### src/hw/dma_req_pkg.sv
package dma_req_pkg;

    // ----------------------------------------------------------------
    // Timing
    // ----------------------------------------------------------------
    localparam int unsigned CLK_PERIOD_PS = 8000;
    localparam int unsigned GATE_SHORT_NS = 350;
    localparam int unsigned GATE_LONG_NS = 750;
    // Gate times are least intervals, so round up
    localparam logic [6:0] GATE_SHORT_CYC =
        7'((GATE_SHORT_NS * 1000 + CLK_PERIOD_PS - 1) / CLK_PERIOD_PS);
    localparam logic [6:0] GATE_LONG_CYC =
        7'((GATE_LONG_NS * 1000 + CLK_PERIOD_PS - 1) / CLK_PERIOD_PS);

    // ----------------------------------------------------------------
    // Host register map
    // ----------------------------------------------------------------
    localparam logic [2:0] ADDR_PTR_HIGH = 3'h2;
    localparam logic [2:0] ADDR_PTR_LOW = 3'h3;
    localparam logic [2:0] ADDR_SUB_ADDRESS = 3'h5;
    localparam logic [2:0] ADDR_CONFIG = 3'h6;
    localparam logic [2:0] ADDR_PAGED = 3'h7;
    localparam logic [2:0] PAGE_MODE_CONTROL = 3'h5;
    localparam logic [2:0] PAGE_LENGTH_SETTING = 3'h6;
    localparam int unsigned EXT_PAGE_BIT = 2;
    localparam int unsigned REQUEST_ENABLE_BIT = 3;
    localparam int unsigned SWAP_BIT = 0;
    localparam logic [7:0] MODE_CONTROL_RST = 8'h00;
    localparam logic [7:0] LENGTH_SETTING_RST = 8'h00;
    localparam logic [7:0] CONFIG_RST = 8'h18;
    localparam logic [7:0] PTR_RST = 8'h00;
    localparam logic [2:0] PAGE_RST = 3'h0;

    // ----------------------------------------------------------------
    // Modes, states, data path
    // ----------------------------------------------------------------
    localparam logic [1:0] MODE_NON_BURST = 2'h0;
    localparam logic [1:0] MODE_BURST = 2'h1;
    localparam logic [1:0] MODE_PROG_TIMER = 2'h2;
    localparam logic [1:0] MODE_PROG_CYCLE = 2'h3;
    localparam int unsigned DATA_W = 16;
    localparam int unsigned BUF_DEPTH = 2;

    typedef enum logic [4:0] {
        ST_IDLE = 5'h01,
        ST_WAIT_REFRESH = 5'h02,
        ST_RUN = 5'h04,
        ST_PAUSE = 5'h08,
        ST_GAP = 5'h10
    } dma_state_e;

    typedef struct packed {
        logic wide_access_enable;
        logic gate_time_select;
        logic tc_msb_refresh_sync;
        logic term_enable_retrigger;
        logic [1:0] transfer_mode_select;
        logic terminal_count_polarity;
        logic request_polarity;
    } mode_control_s;

    typedef struct packed {
        logic wr;
        logic rd;
        logic [2:0] addr;
        logic [7:0] wdata;
    } reg_req_s;

endpackage

### src/hw/dma_request_control.sv
`timescale 1ns/1ps
`default_nettype none

module dma_request_control
    import dma_req_pkg::*;
(
    input wire logic ref_clk,
    input wire logic sys_rst,
    input wire logic clk_en,
    input wire reg_req_s reg_req,
    output logic [7:0] reg_rdata,
    input wire logic [DATA_W-1:0] ram_data,
    input wire logic ram_valid,
    output logic ram_ready,
    output logic dma_request_out,
    input wire logic dma_ack_in,
    input wire logic terminal_count_in,
    input wire logic refresh_indication_n,
    output logic [DATA_W-1:0] host_data,
    output logic host_data_valid,
    output logic dma_run_active
);

    // ----------------------------------------------------------------
    // Registers
    // ----------------------------------------------------------------
    mode_control_s mode_q;
    logic [7:0] length_q;
    logic [7:0] ptr_high_q;
    logic [7:0] ptr_low_q;
    logic [7:0] config_q;
    logic [2:0] page_q;
    logic [7:0] reg_rdata_q;
    logic wr_paged;
    logic ptr_low_wr;
    logic start_ok;

    // Paged access
    // Page decode
    assign wr_paged = reg_req.wr && reg_req.addr == ADDR_PAGED;
    assign ptr_low_wr = reg_req.wr && reg_req.addr == ADDR_PTR_LOW;
    assign start_ok = ptr_high_q[REQUEST_ENABLE_BIT];

    always_ff @(posedge ref_clk or posedge sys_rst)
    begin
        if (sys_rst)
        begin
            mode_q <= MODE_CONTROL_RST;
            length_q <= LENGTH_SETTING_RST;
        end
        else if (clk_en && wr_paged)
        begin
            if (page_q == PAGE_MODE_CONTROL)
                mode_q <= reg_req.wdata;
            if (page_q == PAGE_LENGTH_SETTING)
                length_q <= reg_req.wdata;
        end
    end

    always_ff @(posedge ref_clk or posedge sys_rst)
    begin
        if (sys_rst)
        begin
            ptr_high_q <= PTR_RST;
            ptr_low_q <= PTR_RST;
            config_q <= CONFIG_RST;
            page_q <= PAGE_RST;
        end
        else if (clk_en && reg_req.wr)
        begin
            case (reg_req.addr)
                ADDR_PTR_HIGH: ptr_high_q <= reg_req.wdata;
                ADDR_PTR_LOW: ptr_low_q <= reg_req.wdata;
                ADDR_SUB_ADDRESS: page_q <= reg_req.wdata[2:0];
                ADDR_CONFIG:
                begin
                    config_q <= reg_req.wdata;
                    page_q <= {1'b0, reg_req.wdata[1:0]};
                end
                default: ;
            endcase
        end
    end

    // Read data held until the next read
    always_ff @(posedge ref_clk or posedge sys_rst)
    begin
        if (sys_rst)
            reg_rdata_q <= 8'h00;
        else if (clk_en && reg_req.rd)
        begin
            case (reg_req.addr)
                ADDR_PTR_HIGH: reg_rdata_q <= ptr_high_q;
                ADDR_PTR_LOW: reg_rdata_q <= ptr_low_q;
                ADDR_SUB_ADDRESS: reg_rdata_q <= {5'h00, page_q};
                ADDR_CONFIG: reg_rdata_q <= {config_q[7:2], page_q[1:0]};
                ADDR_PAGED:
                    if (page_q == PAGE_MODE_CONTROL)
                        reg_rdata_q <= mode_q;
                    else if (page_q == PAGE_LENGTH_SETTING)
                        reg_rdata_q <= length_q;
                    else
                        reg_rdata_q <= 8'h00;
                default: reg_rdata_q <= 8'h00;
            endcase
        end
    end
    assign reg_rdata = reg_rdata_q;

    // ----------------------------------------------------------------
    // Two-entry buffer
    // ----------------------------------------------------------------
    logic [DATA_W-1:0] entry_q [BUF_DEPTH];
    logic wr_ptr_q;
    logic rd_ptr_q;
    logic [1:0] fill_q;
    logic [DATA_W-1:0] fmt_word;
    logic push;
    logic pop;
    logic req_active;
    dma_state_e state_q;
    dma_state_e state_d;

    always_comb
    begin
        if (!mode_q.wide_access_enable)
            fmt_word = {8'h00, ram_data[7:0]};
        else if (ptr_low_q[SWAP_BIT])
            fmt_word = {ram_data[7:0], ram_data[15:8]};
        else
            fmt_word = ram_data;
    end

    // Full buffer stalls the RAM side, so a slow controller drops nothing
    assign ram_ready = fill_q != 2'(BUF_DEPTH);
    assign push = ram_valid && ram_ready;
    assign host_data_valid = fill_q != 2'h0;
    assign req_active = state_q == ST_RUN && host_data_valid;
    assign pop = dma_ack_in && req_active;

    for (genvar i = 0; i < BUF_DEPTH; i++)
    begin : g_entry
        always_ff @(posedge ref_clk or posedge sys_rst)
        begin
            if (sys_rst)
                entry_q[i] <= 16'h0000;
            else if (clk_en && push && wr_ptr_q == 1'(i))
                entry_q[i] <= fmt_word;
        end
    end

    always_ff @(posedge ref_clk or posedge sys_rst)
    begin
        if (sys_rst)
        begin
            wr_ptr_q <= 1'b0;
            rd_ptr_q <= 1'b0;
            fill_q <= 2'h0;
        end
        else if (clk_en)
        begin
            if (push)
                wr_ptr_q <= !wr_ptr_q;
            if (pop)
                rd_ptr_q <= !rd_ptr_q;
            if (push && !pop)
                fill_q <= fill_q + 2'h1;
            else if (pop && !push)
                fill_q <= fill_q - 2'h1;
        end
    end
    assign host_data = entry_q[rd_ptr_q];

    // ----------------------------------------------------------------
    // Request sequencer
    // ----------------------------------------------------------------
    logic [8:0] xfer_cnt_q;
    logic [7:0] burst_cnt_q;
    logic [6:0] gate_cnt_q;
    logic refresh_prev_q;
    logic refresh_fall;
    logic prog_mode;
    logic tc_active;
    logic ext_end;
    logic int_end;
    logic burst_end;
    logic gate_done;
    logic [6:0] gate_limit;

    assign prog_mode = mode_q.transfer_mode_select[1];
    assign refresh_fall = refresh_prev_q && !refresh_indication_n;
    assign tc_active = terminal_count_in == mode_q.terminal_count_polarity;
    assign ext_end = pop && tc_active;
    assign int_end = !prog_mode && mode_q.term_enable_retrigger && pop
        && xfer_cnt_q + 9'h001 == {mode_q.tc_msb_refresh_sync, length_q};
    assign gate_limit = mode_q.gate_time_select ? GATE_LONG_CYC - 7'h01
        : GATE_SHORT_CYC - 7'h01;
    assign gate_done = gate_cnt_q == gate_limit;

    always_comb
    begin
        case (mode_q.transfer_mode_select)
            MODE_PROG_TIMER: burst_end = burst_cnt_q == length_q;
            MODE_PROG_CYCLE: burst_end = pop && burst_cnt_q + 8'h01 == length_q;
            default: burst_end = 1'b0;
        endcase
    end

    always_comb
    begin
        state_d = state_q;
        case (state_q)
            ST_IDLE: ;
            ST_WAIT_REFRESH:
                if (refresh_fall)
                    state_d = ST_RUN;
            ST_RUN:
                if (ext_end || int_end)
                    state_d = ST_IDLE;
                else if (burst_end)
                    state_d = ST_GAP;
                else if (pop && mode_q.transfer_mode_select == MODE_NON_BURST)
                    state_d = ST_PAUSE;
            ST_PAUSE: state_d = ST_RUN;
            ST_GAP:
                if (mode_q.term_enable_retrigger ? gate_done : refresh_fall)
                    state_d = ST_RUN;
            default: state_d = ST_IDLE;
        endcase
        if (ptr_low_wr)
            if (!start_ok)
                state_d = ST_IDLE;
            else if (prog_mode && mode_q.tc_msb_refresh_sync)
                state_d = ST_WAIT_REFRESH;
            else
                state_d = ST_RUN;
    end

    always_ff @(posedge ref_clk or posedge sys_rst)
    begin
        if (sys_rst)
            state_q <= ST_IDLE;
        else if (clk_en)
            state_q <= state_d;
    end

    always_ff @(posedge ref_clk or posedge sys_rst)
    begin
        if (sys_rst)
            xfer_cnt_q <= 9'h000;
        else if (clk_en)
            if (ptr_low_wr)
                xfer_cnt_q <= 9'h000;
            else if (pop)
                xfer_cnt_q <= xfer_cnt_q + 9'h001;
    end

    // Burst counter counts clocks when timed, transfers when counted
    always_ff @(posedge ref_clk or posedge sys_rst)
    begin
        if (sys_rst)
            burst_cnt_q <= 8'h00;
        else if (clk_en)
            if (state_q != ST_RUN)
                burst_cnt_q <= 8'h00;
            else if (mode_q.transfer_mode_select == MODE_PROG_TIMER || pop)
                burst_cnt_q <= burst_cnt_q + 8'h01;
    end

    always_ff @(posedge ref_clk or posedge sys_rst)
    begin
        if (sys_rst)
        begin
            gate_cnt_q <= 7'h00;
            refresh_prev_q <= 1'b1;
        end
        else if (clk_en)
        begin
            refresh_prev_q <= refresh_indication_n;
            if (state_q != ST_GAP)
                gate_cnt_q <= 7'h00;
            else
                gate_cnt_q <= gate_cnt_q + 7'h01;
        end
    end

    assign dma_request_out = req_active ~^ mode_q.request_polarity;
    assign dma_run_active = state_q != ST_IDLE;

    // ----------------------------------------------------------------
    // Assertions
    // ----------------------------------------------------------------
    AST_REQ_IDLE_LEVEL: assert property (@(posedge ref_clk) disable iff (sys_rst)
        state_q != ST_RUN |-> dma_request_out == !mode_q.request_polarity)
        else $error("request pin active outside a run");
    AST_EXT_TC_END: assert property (@(posedge ref_clk) disable iff (sys_rst)
        clk_en && !ptr_low_wr && ext_end |=> state_q == ST_IDLE)
        else $error("terminal count did not end the run");
    AST_INT_TC_END: assert property (@(posedge ref_clk) disable iff (sys_rst)
        clk_en && !ptr_low_wr && state_q == ST_RUN && !prog_mode
        && mode_q.term_enable_retrigger && pop
        && xfer_cnt_q == {mode_q.tc_msb_refresh_sync, length_q} - 9'h001
        |=> state_q == ST_IDLE && dma_request_out == !mode_q.request_polarity)
        else $error("internal count did not end the run");
    AST_EXT_ONLY: assert property (@(posedge ref_clk) disable iff (sys_rst)
        clk_en && !ptr_low_wr && !prog_mode && !mode_q.term_enable_retrigger
        && pop && !tc_active |=> state_q != ST_IDLE)
        else $error("run ended without external terminal count");
    AST_REFRESH_RETRIG: assert property (@(posedge ref_clk) disable iff (sys_rst)
        clk_en && !ptr_low_wr && state_q == ST_GAP && !mode_q.term_enable_retrigger
        && $past(refresh_indication_n) && !refresh_indication_n |=> state_q == ST_RUN)
        else $error("refresh edge did not re-trigger");
    AST_TIMER_RETRIG: assert property (@(posedge ref_clk) disable iff (sys_rst)
        clk_en && !ptr_low_wr && state_q == ST_GAP && mode_q.term_enable_retrigger
        && gate_cnt_q == (mode_q.gate_time_select ? GATE_LONG_CYC : GATE_SHORT_CYC) - 7'h01
        |=> state_q == ST_RUN)
        else $error("gate timer re-trigger wrong length");
    AST_TIMED_BURST: assert property (@(posedge ref_clk) disable iff (sys_rst)
        clk_en && !ptr_low_wr && state_q == ST_RUN && !ext_end
        && mode_q.transfer_mode_select == MODE_PROG_TIMER && burst_cnt_q == length_q
        |=> state_q == ST_GAP)
        else $error("timed burst not withdrawn");
    AST_CYCLE_BURST: assert property (@(posedge ref_clk) disable iff (sys_rst)
        clk_en && !ptr_low_wr && !ext_end && pop
        && mode_q.transfer_mode_select == MODE_PROG_CYCLE
        && burst_cnt_q == length_q - 8'h01 |=> state_q == ST_GAP)
        else $error("counted burst not withdrawn");
    AST_SYNC_WAIT: assert property (@(posedge ref_clk) disable iff (sys_rst)
        clk_en && ptr_low_wr && start_ok && prog_mode && mode_q.tc_msb_refresh_sync
        |=> state_q == ST_WAIT_REFRESH && dma_request_out == !mode_q.request_polarity)
        else $error("refresh sync start not held");
    AST_PAGE_CLEAR: assert property (@(posedge ref_clk) disable iff (sys_rst)
        clk_en && reg_req.wr && reg_req.addr == ADDR_CONFIG |=> !page_q[EXT_PAGE_BIT])
        else $error("config write left extended page set");
    AST_START_GATED: assert property (@(posedge ref_clk) disable iff (sys_rst)
        clk_en && ptr_low_wr && !start_ok |=> state_q == ST_IDLE)
        else $error("request started while disabled");
    AST_NARROW_DATA: assert property (@(posedge ref_clk) disable iff (sys_rst)
        clk_en && push && !mode_q.wide_access_enable && fill_q == 2'h0
        |=> host_data == {8'h00, $past(ram_data[7:0])})
        else $error("narrow transfer carried upper byte");
    COV_NON_BURST: cover property (@(posedge ref_clk) disable iff (sys_rst)
        state_q == ST_PAUSE ##1 state_q == ST_RUN);
    COV_TIMER_RETRIG: cover property (@(posedge ref_clk) disable iff (sys_rst)
        state_q == ST_GAP && mode_q.term_enable_retrigger ##1 state_q == ST_RUN);
    COV_SYNC_START: cover property (@(posedge ref_clk) disable iff (sys_rst)
        state_q == ST_WAIT_REFRESH ##1 state_q == ST_RUN);
    COV_BUF_FULL: cover property (@(posedge ref_clk) disable iff (sys_rst)
        !ram_ready && state_q == ST_RUN);

endmodule

`default_nettype wire

### config.mk
export PLATFORM = sky130hd
export DESIGN_NAME = dma_request_control
export DESIGN_NICKNAME = d
export VERILOG_FILES = /design/src/hw/dma_req_pkg.sv /design/src/hw/dma_request_control.sv
export SDC_FILE = /design/constraint.sdc
export NUM_CORES = 1
export LEC_CHECK = 0
export BUFFER_PORTS_ARGS = -buffer_cell sky130_fd_sc_hd__clkbuf_2
export CAP_MARGIN = 20
export CELL_PAD_IN_SITES_DETAIL_PLACEMENT = 1
export CELL_PAD_IN_SITES_GLOBAL_PLACEMENT = 2
export CORE_ASPECT_RATIO = 1.25
export CORE_MARGIN = 4
export CORE_UTILIZATION = 40
export CTS_BUF_LIST = sky130_fd_sc_hd__clkbuf_8
export CTS_CLUSTER_DIAMETER = 120
export DETAILED_ROUTE_END_ITERATION = 8
export PLACE_DENSITY_LB_ADDON = 0.25
export SYNTH_ARGS = -nofsm -noshare
export SYNTH_HDL_FRONTEND = slang
export SYNTH_SLANG_ARGS = --single-unit
export TNS_END_PERCENT = 50
### constraint.sdc
create_clock -name ref_clk -period 5.05 [get_ports ref_clk]
set_input_delay 1.01 -clock ref_clk [delete_from_list [all_inputs] [get_ports ref_clk]]
set_output_delay 1.01 -clock ref_clk [all_outputs]
set_load 0.02 [all_outputs]
# Word level (Yosys, flattened, before mapping)

Index checks and enable logic that the tools add are counted.

Shift-type cells: 0
Multipliers: 0
Reductions and logical operators: 47
Mux-type cells: 28
Order comparisons: 1
Bitwise logic cells: 3
Eq/ne operators: 27
Divide/modulo/power cells: 0
Add/subtract/negate cells: 5

Operator list:

| kind                                                  | number |
|---|---|
| 2-to-1 mux 16 bit                                     | 5 |
| one-hot mux 8 bit (5 select lines)                    | 1 |
| 2-to-1 mux 8 bit                                      | 4 |
| 2-to-1 mux 5 bit                                      | 6 |
| one-hot mux 5 bit (5 select lines)                    | 1 |
| AND reduction 2 bit                                   | 11 |
| logical AND 1 bit                                     | 21 |
| 2-to-1 mux 9 bit                                      | 2 |
| equality test 8 bit                                   | 2 |
| equality test 3 bit, second input constant            | 5 |
| 2-to-1 mux 7 bit                                      | 2 |
| inequality test 5 x 3 -> 1 bit, second input constant | 2 |
| nonzero test 2 bit                                    | 5 |
| adder 9 x 1 -> 9 bit, second input constant           | 1 |
| equality test 9 bit                                   | 1 |
| adder 8 x 1 -> 8 bit, second input constant           | 1 |
| adder 7 x 1 -> 7 bit, second input constant           | 1 |
| equality test 7 bit                                   | 1 |
| equality test 3 x 2 -> 1 bit, second input constant   | 2 |
| zero test 1 bit                                       | 6 |
| 2-to-1 mux 3 bit                                      | 2 |
| inequality test 3 bit, second input constant          | 2 |
| one-hot mux 3 bit (2 select lines)                    | 1 |
| equality test 5 x 1 -> 1 bit, second input constant   | 1 |
| 21 further kinds                                      | 25 |

Register bits: 117
ROM bits: 0
Output and inout bits: 28
Bits of input ports: 36
Bits in latches: 0
Memories: 0
Word-level logic and storage cells: 134
Memory bits (writable): 0

# Depth between registers and ports, before layout

Gate-level depths: netlist of the first run.

Depth in word-level cells: 9
Gate-level depth with buffers: 9
Gate-level depth less buffers: 8

# Worst setup path before layout of the first run

Ideal clock, no wire load.

Path kind: input-to-reg
Start: input reg_req[8] in the netlist's numbering
End: register length_q[0]
Required time: 4.925 ns
Setup time: 0.125 ns
Setup slack: 2.496 ns
Stages: 6
Arrival: 2.429 ns
Buffers on the path: 2
Cell sequence: buf_2 and3_1 buf_2 nand4_2 nor3b_2 mux2_2

Word-level cells in the longest chain between the ends: 4

RTL lines:

| item                          | RTL line                  | source |
|---|---|---|
| from (decl)                   | dma_request_control.sv:10 | `input wire reg_req_s reg_req,` |
| equality test 3 bit           | dma_request_control.sv:40 | `assign wr_paged = reg_req.wr && reg_req.addr == ADDR_PAGED;` |
| logical AND 1 bit             | dma_request_control.sv:40 |  |
| logical AND 1 bit             | dma_request_control.sv:51 | `else if (clk_en && wr_paged)` |
| AND reduction 2 bit (no line) | n/a                       |  |
| to (signal assigned)          | dma_request_control.sv:56 | `length_q <= reg_req.wdata;` |
| to (decl)                     | dma_request_control.sv:28 | `logic [7:0] length_q;` |

Every way passes these cells.
A chain may end at the register's enable or synchronous reset.

# Worst setup path in the final report of the first run

Start: register state_q[4]
End: output dma_request_out

Word-level cells in the longest chain between the ends: 3

RTL lines:

| item                         | RTL line                   | source |
|---|---|---|
| from (decl)                  | dma_request_control.sv:121 | `dma_state_e state_q;` |
| from (signal assigned)       | dma_request_control.sv:244 | `state_q <= state_d;` |
| equality test 5 x 3 -> 1 bit | dma_request_control.sv:138 | `assign req_active = state_q == ST_RUN && host_data_valid;` |
| logical AND 1 bit            | dma_request_control.sv:138 |  |
| bitwise XNOR 1 bit           | dma_request_control.sv:287 | `assign dma_request_out = req_active ~^ mode_q.request_polarity;` |
| to (decl)                    | dma_request_control.sv:15  | `output logic dma_request_out,` |

Every way passes these cells.

==> results of run 1 <==
[area by class of cell]
cell class                 count  area (um^2)
clock buffer                  17          234
clock inverter                15          171
fill                        1710         8030
inverter                       7         28.8
multi-input combinational    447         3080
sequential                   115         2880
tap                          182          228
timing repair buffer          66          362
[metrics by stage]
step	power [mW]	hold WS, ns	utilization	setup slack, ns
after global placement	2.24	0.456	0.436	1.96
after floorplan	1.98	0.444	-	1.00
after global routing	3.35	0.460	0.465	1.80
after CTS	3.18	0.486	0.463	1.97
final	3.14	0.481	0.465	2.03
after detailed placement	2.28	0.468	0.436	1.90
[metal layers]
layer  wire length, um  GRT usage  share of wire  up-vias
met1              7250      0.250           0.44     2399
li1                  -          -              -     2262
met3               493     0.0500          0.030       16
met5                 0          0              0        -
met4               229     0.0522          0.014        0
met2              8410      0.342           0.51       71
[cells in the final DEF (no fill, tap or decap), drive strengths merged, types with 13 or more instances in the layout]
cell type	n
mux2i	15
mux2	68
dfrtp	111
inv	15
clkbuf	80
xor2	13
nor2	25
nand2	83
o21ai	76
xnor2	22
nand3	23
[sequential cells by signal, indices dropped and copies added, names as in the netlist]
name            flops
entry_q            32
page_q              3
state_q             5
rd_ptr_q            1
ptr_low_q           8
fill_q              2
mode_q              8
wr_ptr_q            1
ptr_high_q          8
burst_cnt_q         8
reg_rdata           8
gate_cnt_q          7
config_q            6
xfer_cnt_q          9
refresh_prev_q      1
length_q            8
[power by group]
group	internal [mW]	switching [mW]	total (mW)
Clock	0.452	0.433	0.885
Combinational	0.396	0.507	0.904
Sequential	1.13	0.226	1.35
[path summary, 6_finish.rpt]
kind / start / end / slack [ns] / cells after the start
setup reg to reg: xfer_cnt_q[0] / state_q[3] / 2.70 / 8
hold reg to reg: reg_rdata[2] / reg_rdata[2] / 0.48 / 2
hold / removal: sys_rst / entry_q[23] / 0.48 / 2
setup / recovery: state_q[4] / dma_request_out / 2.03 / 5
min in group ref_clk: reg_rdata[2] / reg_rdata[2] / 0.48 / 2
max in group asynchronous: sys_rst / refresh_prev_q / 3.46 / 4
[cell families after synthesis]
| kind of cell | after synthesis |
|---|---|
| adders and majority gates | 4 |
| and+or+nand+nor | 193 |
| DFF | 115 |
| buffers and inverters | 43 |
| muxes | 83 |
| AOI/OAI and AO/OA | 132 |
| xor gates and xnor gates | 35 |
==> flow_summary.toml, run 1 <==
[cts]
cts_hold_buf = 0
root_buffer = "clkbuf_8"
cts_max_level = 4
cts.sinks = 115
cts_tree = "built"
cts_resized = 0
clk_pin_slew_ns = 0.08
clk_latency_ns = 0.45
clockBufferDepth = 2
post_cts_buffers = 0
cts_buffers = 17

[synthesis]
synth.top_cell.area_share = 0.451
synth_top_family_by_area = "simple AND/OR/NAND/NOR gates"
synth_cell_types = 58
syn-num-nets = 645
synth_fa_ha_area_frac = 0.00813
synthMostInstantiatedCell = "dfrtp_1"
synth_compound_area_frac = 0.136
synthTopCellsByCount = "111 x dfrtp_1, 83 x nand2_1, 75 x o21ai_0"
synth-edff-count = 0
synth_xor_xnor_area_share = 0.0498
postSynthAreaPerCell_um2 = 10.2
synthMuxAreaShare = 0.149
ys_seq_elements = 115
synth_largest_area_cell = "dfrtp_1"
async_flop_share = 1.00
netlist_area_mm2 = 0.00615
synth_ff_type = "dfrtp_1"
seq_area_frac_synth = 0.468
synthSimpleGateAreaFrac = 0.157
synthTopCellsByArea = "dfrtp_1 45%, mux2_2 12%, o21ai_0 6.1%"
ys.warnings.count = 0
synth_cells = 605

[setup_path]
critPathBufInv = 1
crit_arrival_ns = 2.01
critPathTopFamily = "simple AND/OR/NAND/NOR gates"
crit_path_start_kind = "flop"
timing.critical_path.cells = "nor4_2, and2_1, nand2_1, xor2_1, clkbuf_2"
critPathMaxStageDelay_ns = 0.46
worstSetupEndpointType = "primary output"
critPathRequiredTime_ns = 4.04
cp_max_fo = 7
critPathKind = "reg -> out"
critPathSlowestCell = "dfrtp_1"

[status]
status = "finished clean"

[routing]
wl_mm = 16.4
dr.first_iter.drc_count = 323
routedWlPerCell_um = 19.3
final_antenna_net_count = 0
via_per_inst = 5.59
dr.pass1.iters = 4
drc_errors = 0
vias = 4748

[sta]
relSlewSlack = 0.411
hold_viol = 0
rsz0062_at_grt = "false"
setup_viol_count_final = 0
skew_ns = 0.0110
tns_ns = 0
min_period_over_period = 0.598
fin_crit_ns = 3.02
fmax_ghz = 0.331
worstMarginPinSlew_ns = 0.874
drv_slew = 0

[global_route]
track_usage = 0.199
antenna_found_initial = 0
grt_max_degree = 87
grt_first_pass_wirelength_mm = 27.4
grt-ovfl-total = 0
grt_pass1_vias = 5078

[floorplanning]
row_count = 50
ios = 64
die_w_um = 119
die-height_um = 147
die_area_mm2 = 0.0174
fp.coreArea_mm2 = 0.0150
start_util = 0.410

[cells_and_area]
num_antenna_cells = 0
final_cells = 849
fin_nets = 694
drive_gt1_frac = 0.276
final_area_mm2 = 0.00698
area_delta_synth_final_pct = 13.5

[placement]
place_congestion = 0.811
dp_hpwl_mm = 11.9
place_area_mm2 = 0.00654
dp.cells = 815
numPortBuffers = 63

[min_path]
holdCritPathClass = "in -> async"

[flow_run]
cap_violations = 0

[power_and_ir_drop]
p_leak_nw = 3.13
powerDensity_mw_per_mm2 = 450
peakVddDrop_v = 0.000254
Power figures use the tool's default switching activity.
==> run 2: changes to the inputs <==
Clock period 5.05 ns to 2.9 ns, I/O delays scaled along.
==> run 2 against run 1 <==
Compared with the run above:
- first-iteration DRC count down 21%
- critical endpoint unchanged
- critical path depth unchanged
- routed wire length down 0.35%
- register-to-register slack worse by 2.1 ns
- via count about the same
==> flow_summary.toml, run 2 (synthesized netlist as in run 1, its figures left out) <==
[status]
status = "finished clean"

[floorplanning]
ios = 64
row_count = 50
die_w_um = 119
die-height_um = 147
start_util = 0.410
fp.coreArea_mm2 = 0.0150
die_area_mm2 = 0.0174

[sta]
skew_ns = 0.0117
tns_ns = 0
hold_viol = 0
fmax_ghz = 0.386
drv_slew = 0
worstMarginPinSlew_ns = 0.788
setup_viol_count_final = 0
rsz0062_at_grt = "false"
relSlewSlack = 0.475
min_period_over_period = 0.894
fin_crit_ns = 2.59

[setup_path]
crit_path_start_kind = "flop"
critPathRequiredTime_ns = 2.32
critPathBufInv = 1
critPathTopFamily = "simple AND/OR/NAND/NOR gates"
timing.critical_path.cells = "nor4_2, and2_1, nand2_1, xor2_1, clkbuf_2"
critPathSlowestCell = "dfrtp_1"
cp_max_fo = 7
crit_arrival_ns = 2.01
critPathKind = "reg -> out"
worstSetupEndpointType = "primary output"
critPathMaxStageDelay_ns = 0.45

[power_and_ir_drop]
peakVddDrop_v = 0.000333
p_sw_frac = 0.367
totalPowerFinal_mw = 5.33
p_sw_mw = 1.95
combPwrFrac = 0.298
powerDensity_mw_per_mm2 = 765
p_int_mw = 3.38
p_seq_frac = 0.441
p_leak_nw = 3.11
p_clk_frac = 0.261

[cells_and_area]
final_cell_mix = "111 x dfrtp_1, 83 x nand2_1, 75 x o21ai_0, 68 x mux2_2, 63 x clkbuf_2"
final_util = 0.464
largest_register = "entry_q"
num_antenna_cells = 0
top_regs = "entry_q: 32 flops, xfer_cnt_q: 9 flops"
final_cells = 852
area_delta_synth_final_pct = 13.3
final_common_cell = "dfrtp_1"
multi_input_area_mm2 = 0.00308
fillers = 1696
fin_nets = 698
drive_gt1_frac = 0.279
final-seq-area_mm2 = 0.00288
largest_reg_flops = 32

[placement]
dp_hpwl_mm = 12.0
dp.cells = 821
place_congestion = 0.806
numPortBuffers = 63

[global_route]
grt-ovfl-total = 0
antenna_found_initial = 0
grt_pass1_vias = 5033
grt_first_pass_wirelength_mm = 27.1
grt_max_degree = 116
track_usage = 0.195

[cts]
clk_pin_slew_ns = 0.07
cts_hold_buf = 0
clk_latency_ns = 0.44
clockBufferDepth = 2
cts_resized = 0
cts.sinks = 115
cts_buffers = 17
cts_tree = "built"
root_buffer = "clkbuf_8"
cts_max_level = 4
post_cts_buffers = 0

[flow_run]
cap_violations = 0

[routing]
routedWlPerCell_um = 19.2
final_antenna_net_count = 0
drc_errors = 0
via_per_inst = 5.57
dr.pass1.iters = 4
wl_mm = 16.3
vias = 4749
dr.first_iter.drc_count = 255

[min_path]
holdCritPathClass = "in -> async"
==> run 2: cell types whose count changed in the layout (fill, tap and decap cells not counted), sizes merged <==
cell	delta
clkinvlp	+5
bufinv	-1
buf	+4
inv	-7
clkbuf	+2
==> run 2: final cells by class <==
| type | instances | area share |
|---|---|---|
| tap | 182 | 0.0327 |
| clock inverter | 12 | 0.0158 |
| sequential | 115 | 0.414 |
| inverter | 7 | 0.00431 |
| clock buffer | 19 | 0.0375 |
| timing repair buffer | 70 | 0.0546 |
| multi-input combinational | 447 | 0.441 |
==> run 2: power by group through the flow <==
stage               Combinational, mW  Sequential [mW]  Clock [mW]
detailed placement               1.62             2.38           0
floorplan                        1.24             2.21           0
CTS                              1.62             2.35        1.44
global route                     1.77             2.41        1.52
finish                           1.59             2.35        1.39
global placement                 1.56             2.36           0
==> run 2: layer usage <==
layer,wire (um),global-route usage
met1,7020,0.241
met2,8310,0.333
met3,603,0.0376
met4,389,0.0777
met5,0,0
==> run 2: tightest hold or removal path, cell delays in order <==
cell	delay (ns)
clkbuf_2	0.10
clkinvlp_4	0.07
buf_12	0.44
==> run 2: path summary, 6_finish.rpt <==
check | startpoint | endpoint | slack, ns | cells after the start
worst max-delay path | state_q[4] | dma_request_out | 0.31 | 5
worst min-delay path | sys_rst | entry_q[21] | 0.29 | 3
worst max register to register | burst_cnt_q[0] | state_q[3] | 0.56 | 8
worst min register to register | entry_q[22] | entry_q[22] | 0.48 | 2
max in group asynchronous | sys_rst | state_q[1] | 2.11 | 3
min in group ref_clk | refresh_indication_n | refresh_prev_q | 0.41 | 2
==> run 2: per-stage QoR <==
stage               hold slack [ns]  instance area [um^2]  setup slack (ns)
CTS                           0.319                  6970             0.240
global route                  0.337                  6970             0.153
floorplan                     0.444                  6160             0.776
global placement              0.457                  6600             0.548
detailed placement            0.469                  6600             0.475
finish                        0.285                  6970             0.308
==> run 3: changes to the inputs <==
Settings changed: PLACE_DENSITY_LB_ADDON 0.25 to 0.1.
==> run 3 against run 2 <==
Compared with the run above:
- combinational power up 4%
- power down 2.1%
- largest power group unchanged
- cell area down 0.45%
==> flow_summary.toml, run 3 (synthesized netlist as in run 1, its figures left out) <==
[status]
status = "finished clean"

[min_path]
holdCritPathClass = "in -> async"

[setup_path]
critPathMaxStageDelay_ns = 0.45
crit_path_start_kind = "flop"
crit_arrival_ns = 2.09
critPathKind = "reg -> out"
worstSetupEndpointType = "primary output"
cp_max_fo = 7
reg2reg_depth = 8
critPathRequiredTime_ns = 2.32
timing.critical_path.cells = "nor4_2, and2_1, nand2_1, xor2_1, clkbuf_2"
critPathSlowestCell = "dfrtp_1"

[cts]
cts_buffers = 17
cts_hold_buf = 0
clockBufferDepth = 2
clk_pin_slew_ns = 0.07
cts_max_level = 4
post_cts_buffers = 0
cts_resized = 0
root_buffer = "clkbuf_8"
cts.sinks = 115
cts_tree = "built"
clk_latency_ns = 0.44

[cells_and_area]
largest_register = "entry_q"
num_antenna_cells = 0
final_cell_mix = "111 x dfrtp_1, 83 x nand2_1, 75 x o21ai_0, 68 x mux2_2, 63 x clkbuf_2"
top_regs = "entry_q: 32 flops, xfer_cnt_q: 9 flops"
fin_nets = 700
final_area_mm2 = 0.00694
largest_reg_flops = 32
drive_gt1_frac = 0.274
final_common_cell = "dfrtp_1"
area_delta_synth_final_pct = 12.7

[floorplanning]
die_area_mm2 = 0.0174
start_util = 0.410
row_count = 50
fp.coreArea_mm2 = 0.0150
die-height_um = 147
ios = 64
die_w_um = 119

[sta]
tns_ns = 0
relSlewSlack = 0.470
hold_viol = 0
fmax_ghz = 0.375
worstMarginPinSlew_ns = 0.787
drv_slew = 0
skew_ns = 0.00949
fin_crit_ns = 2.67
setup_viol_count_final = 0
rsz0062_at_grt = "false"
min_period_over_period = 0.920

[global_route]
grt_max_degree = 74
grt_first_pass_wirelength_mm = 27.5
antenna_found_initial = 0
grt_pass1_vias = 5114
grt-ovfl-total = 0
track_usage = 0.201

[routing]
vias = 4736
dr.first_iter.drc_count = 204
routedWlPerCell_um = 19.6
drc_errors = 0
via_per_inst = 5.55
final_antenna_net_count = 0
wl_mm = 16.7
dr.pass1.iters = 4

[power_and_ir_drop]
peakVddDrop_v = 0.000259
powerDensity_mw_per_mm2 = 752
totalPowerFinal_mw = 5.22
p_leak_nw = 3.14

[placement]
numPortBuffers = 63
place_area_mm2 = 0.00661
place_congestion = 0.809
dp_hpwl_mm = 12.6

[flow_run]
cap_violations = 0
[run 3: layout make-up]
type / instances / area [um^2]
fill: 1727 / 8080
multi-input combinational: 447 / 3080
sequential: 115 / 2880
timing repair buffer: 72 / 395
clock buffer: 20 / 275
tap: 182 / 228
clock inverter: 11 / 50.0
inverter: 7 / 30.0
[run 3: path summary, 6_finish.rpt]
path	slack, ns	endpoint	startpoint
setup / recovery	0.23	dma_request_out	state_q[4]
hold / removal	0.20	reg_rdata[4]	sys_rst
setup reg to reg	0.55	state_q[3]	burst_cnt_q[0]
hold reg to reg	0.47	entry_q[7]	entry_q[7]
max in group asynchronous	1.89	refresh_prev_q	sys_rst
min in group ref_clk	0.40	refresh_prev_q	refresh_indication_n
[run 3: stage by stage]
step,cells,hold WS (ns),setup slack (ns),utilization
final,854,0.196,0.231,0.462
after global routing,854,0.237,0.152,0.462
after CTS,854,0.188,0.201,0.462
after detailed placement,823,0.465,0.388,0.440
after global placement,823,0.457,0.505,0.440
after floorplan,605,0.444,0.776,-
[run 3: report_power, final]
group          total, mW  switching [mW]  internal [mW]  leakage (nW)
logic               1.66           0.955          0.703          1.45
registers           2.32           0.361           1.96          1.50
clock network       1.24           0.611          0.627         0.192
[run 3: worst max-delay path, delay by kind of cell, from the launching register on]
kind	cells	cell delay [ns]
flops	1	0.45
xor+xnor	1	0.16
simple gates	3	0.84
buf+inv	1	0.19
[run 3: routing by layer]
metal	global-route usage	vias up	routed length [um]
li1	-	2263	-
met1	0.240	2371	7220
met2	0.349	73	8590
met3	0.0380	29	443
met4	0.0910	0	491
met5	0	-	0
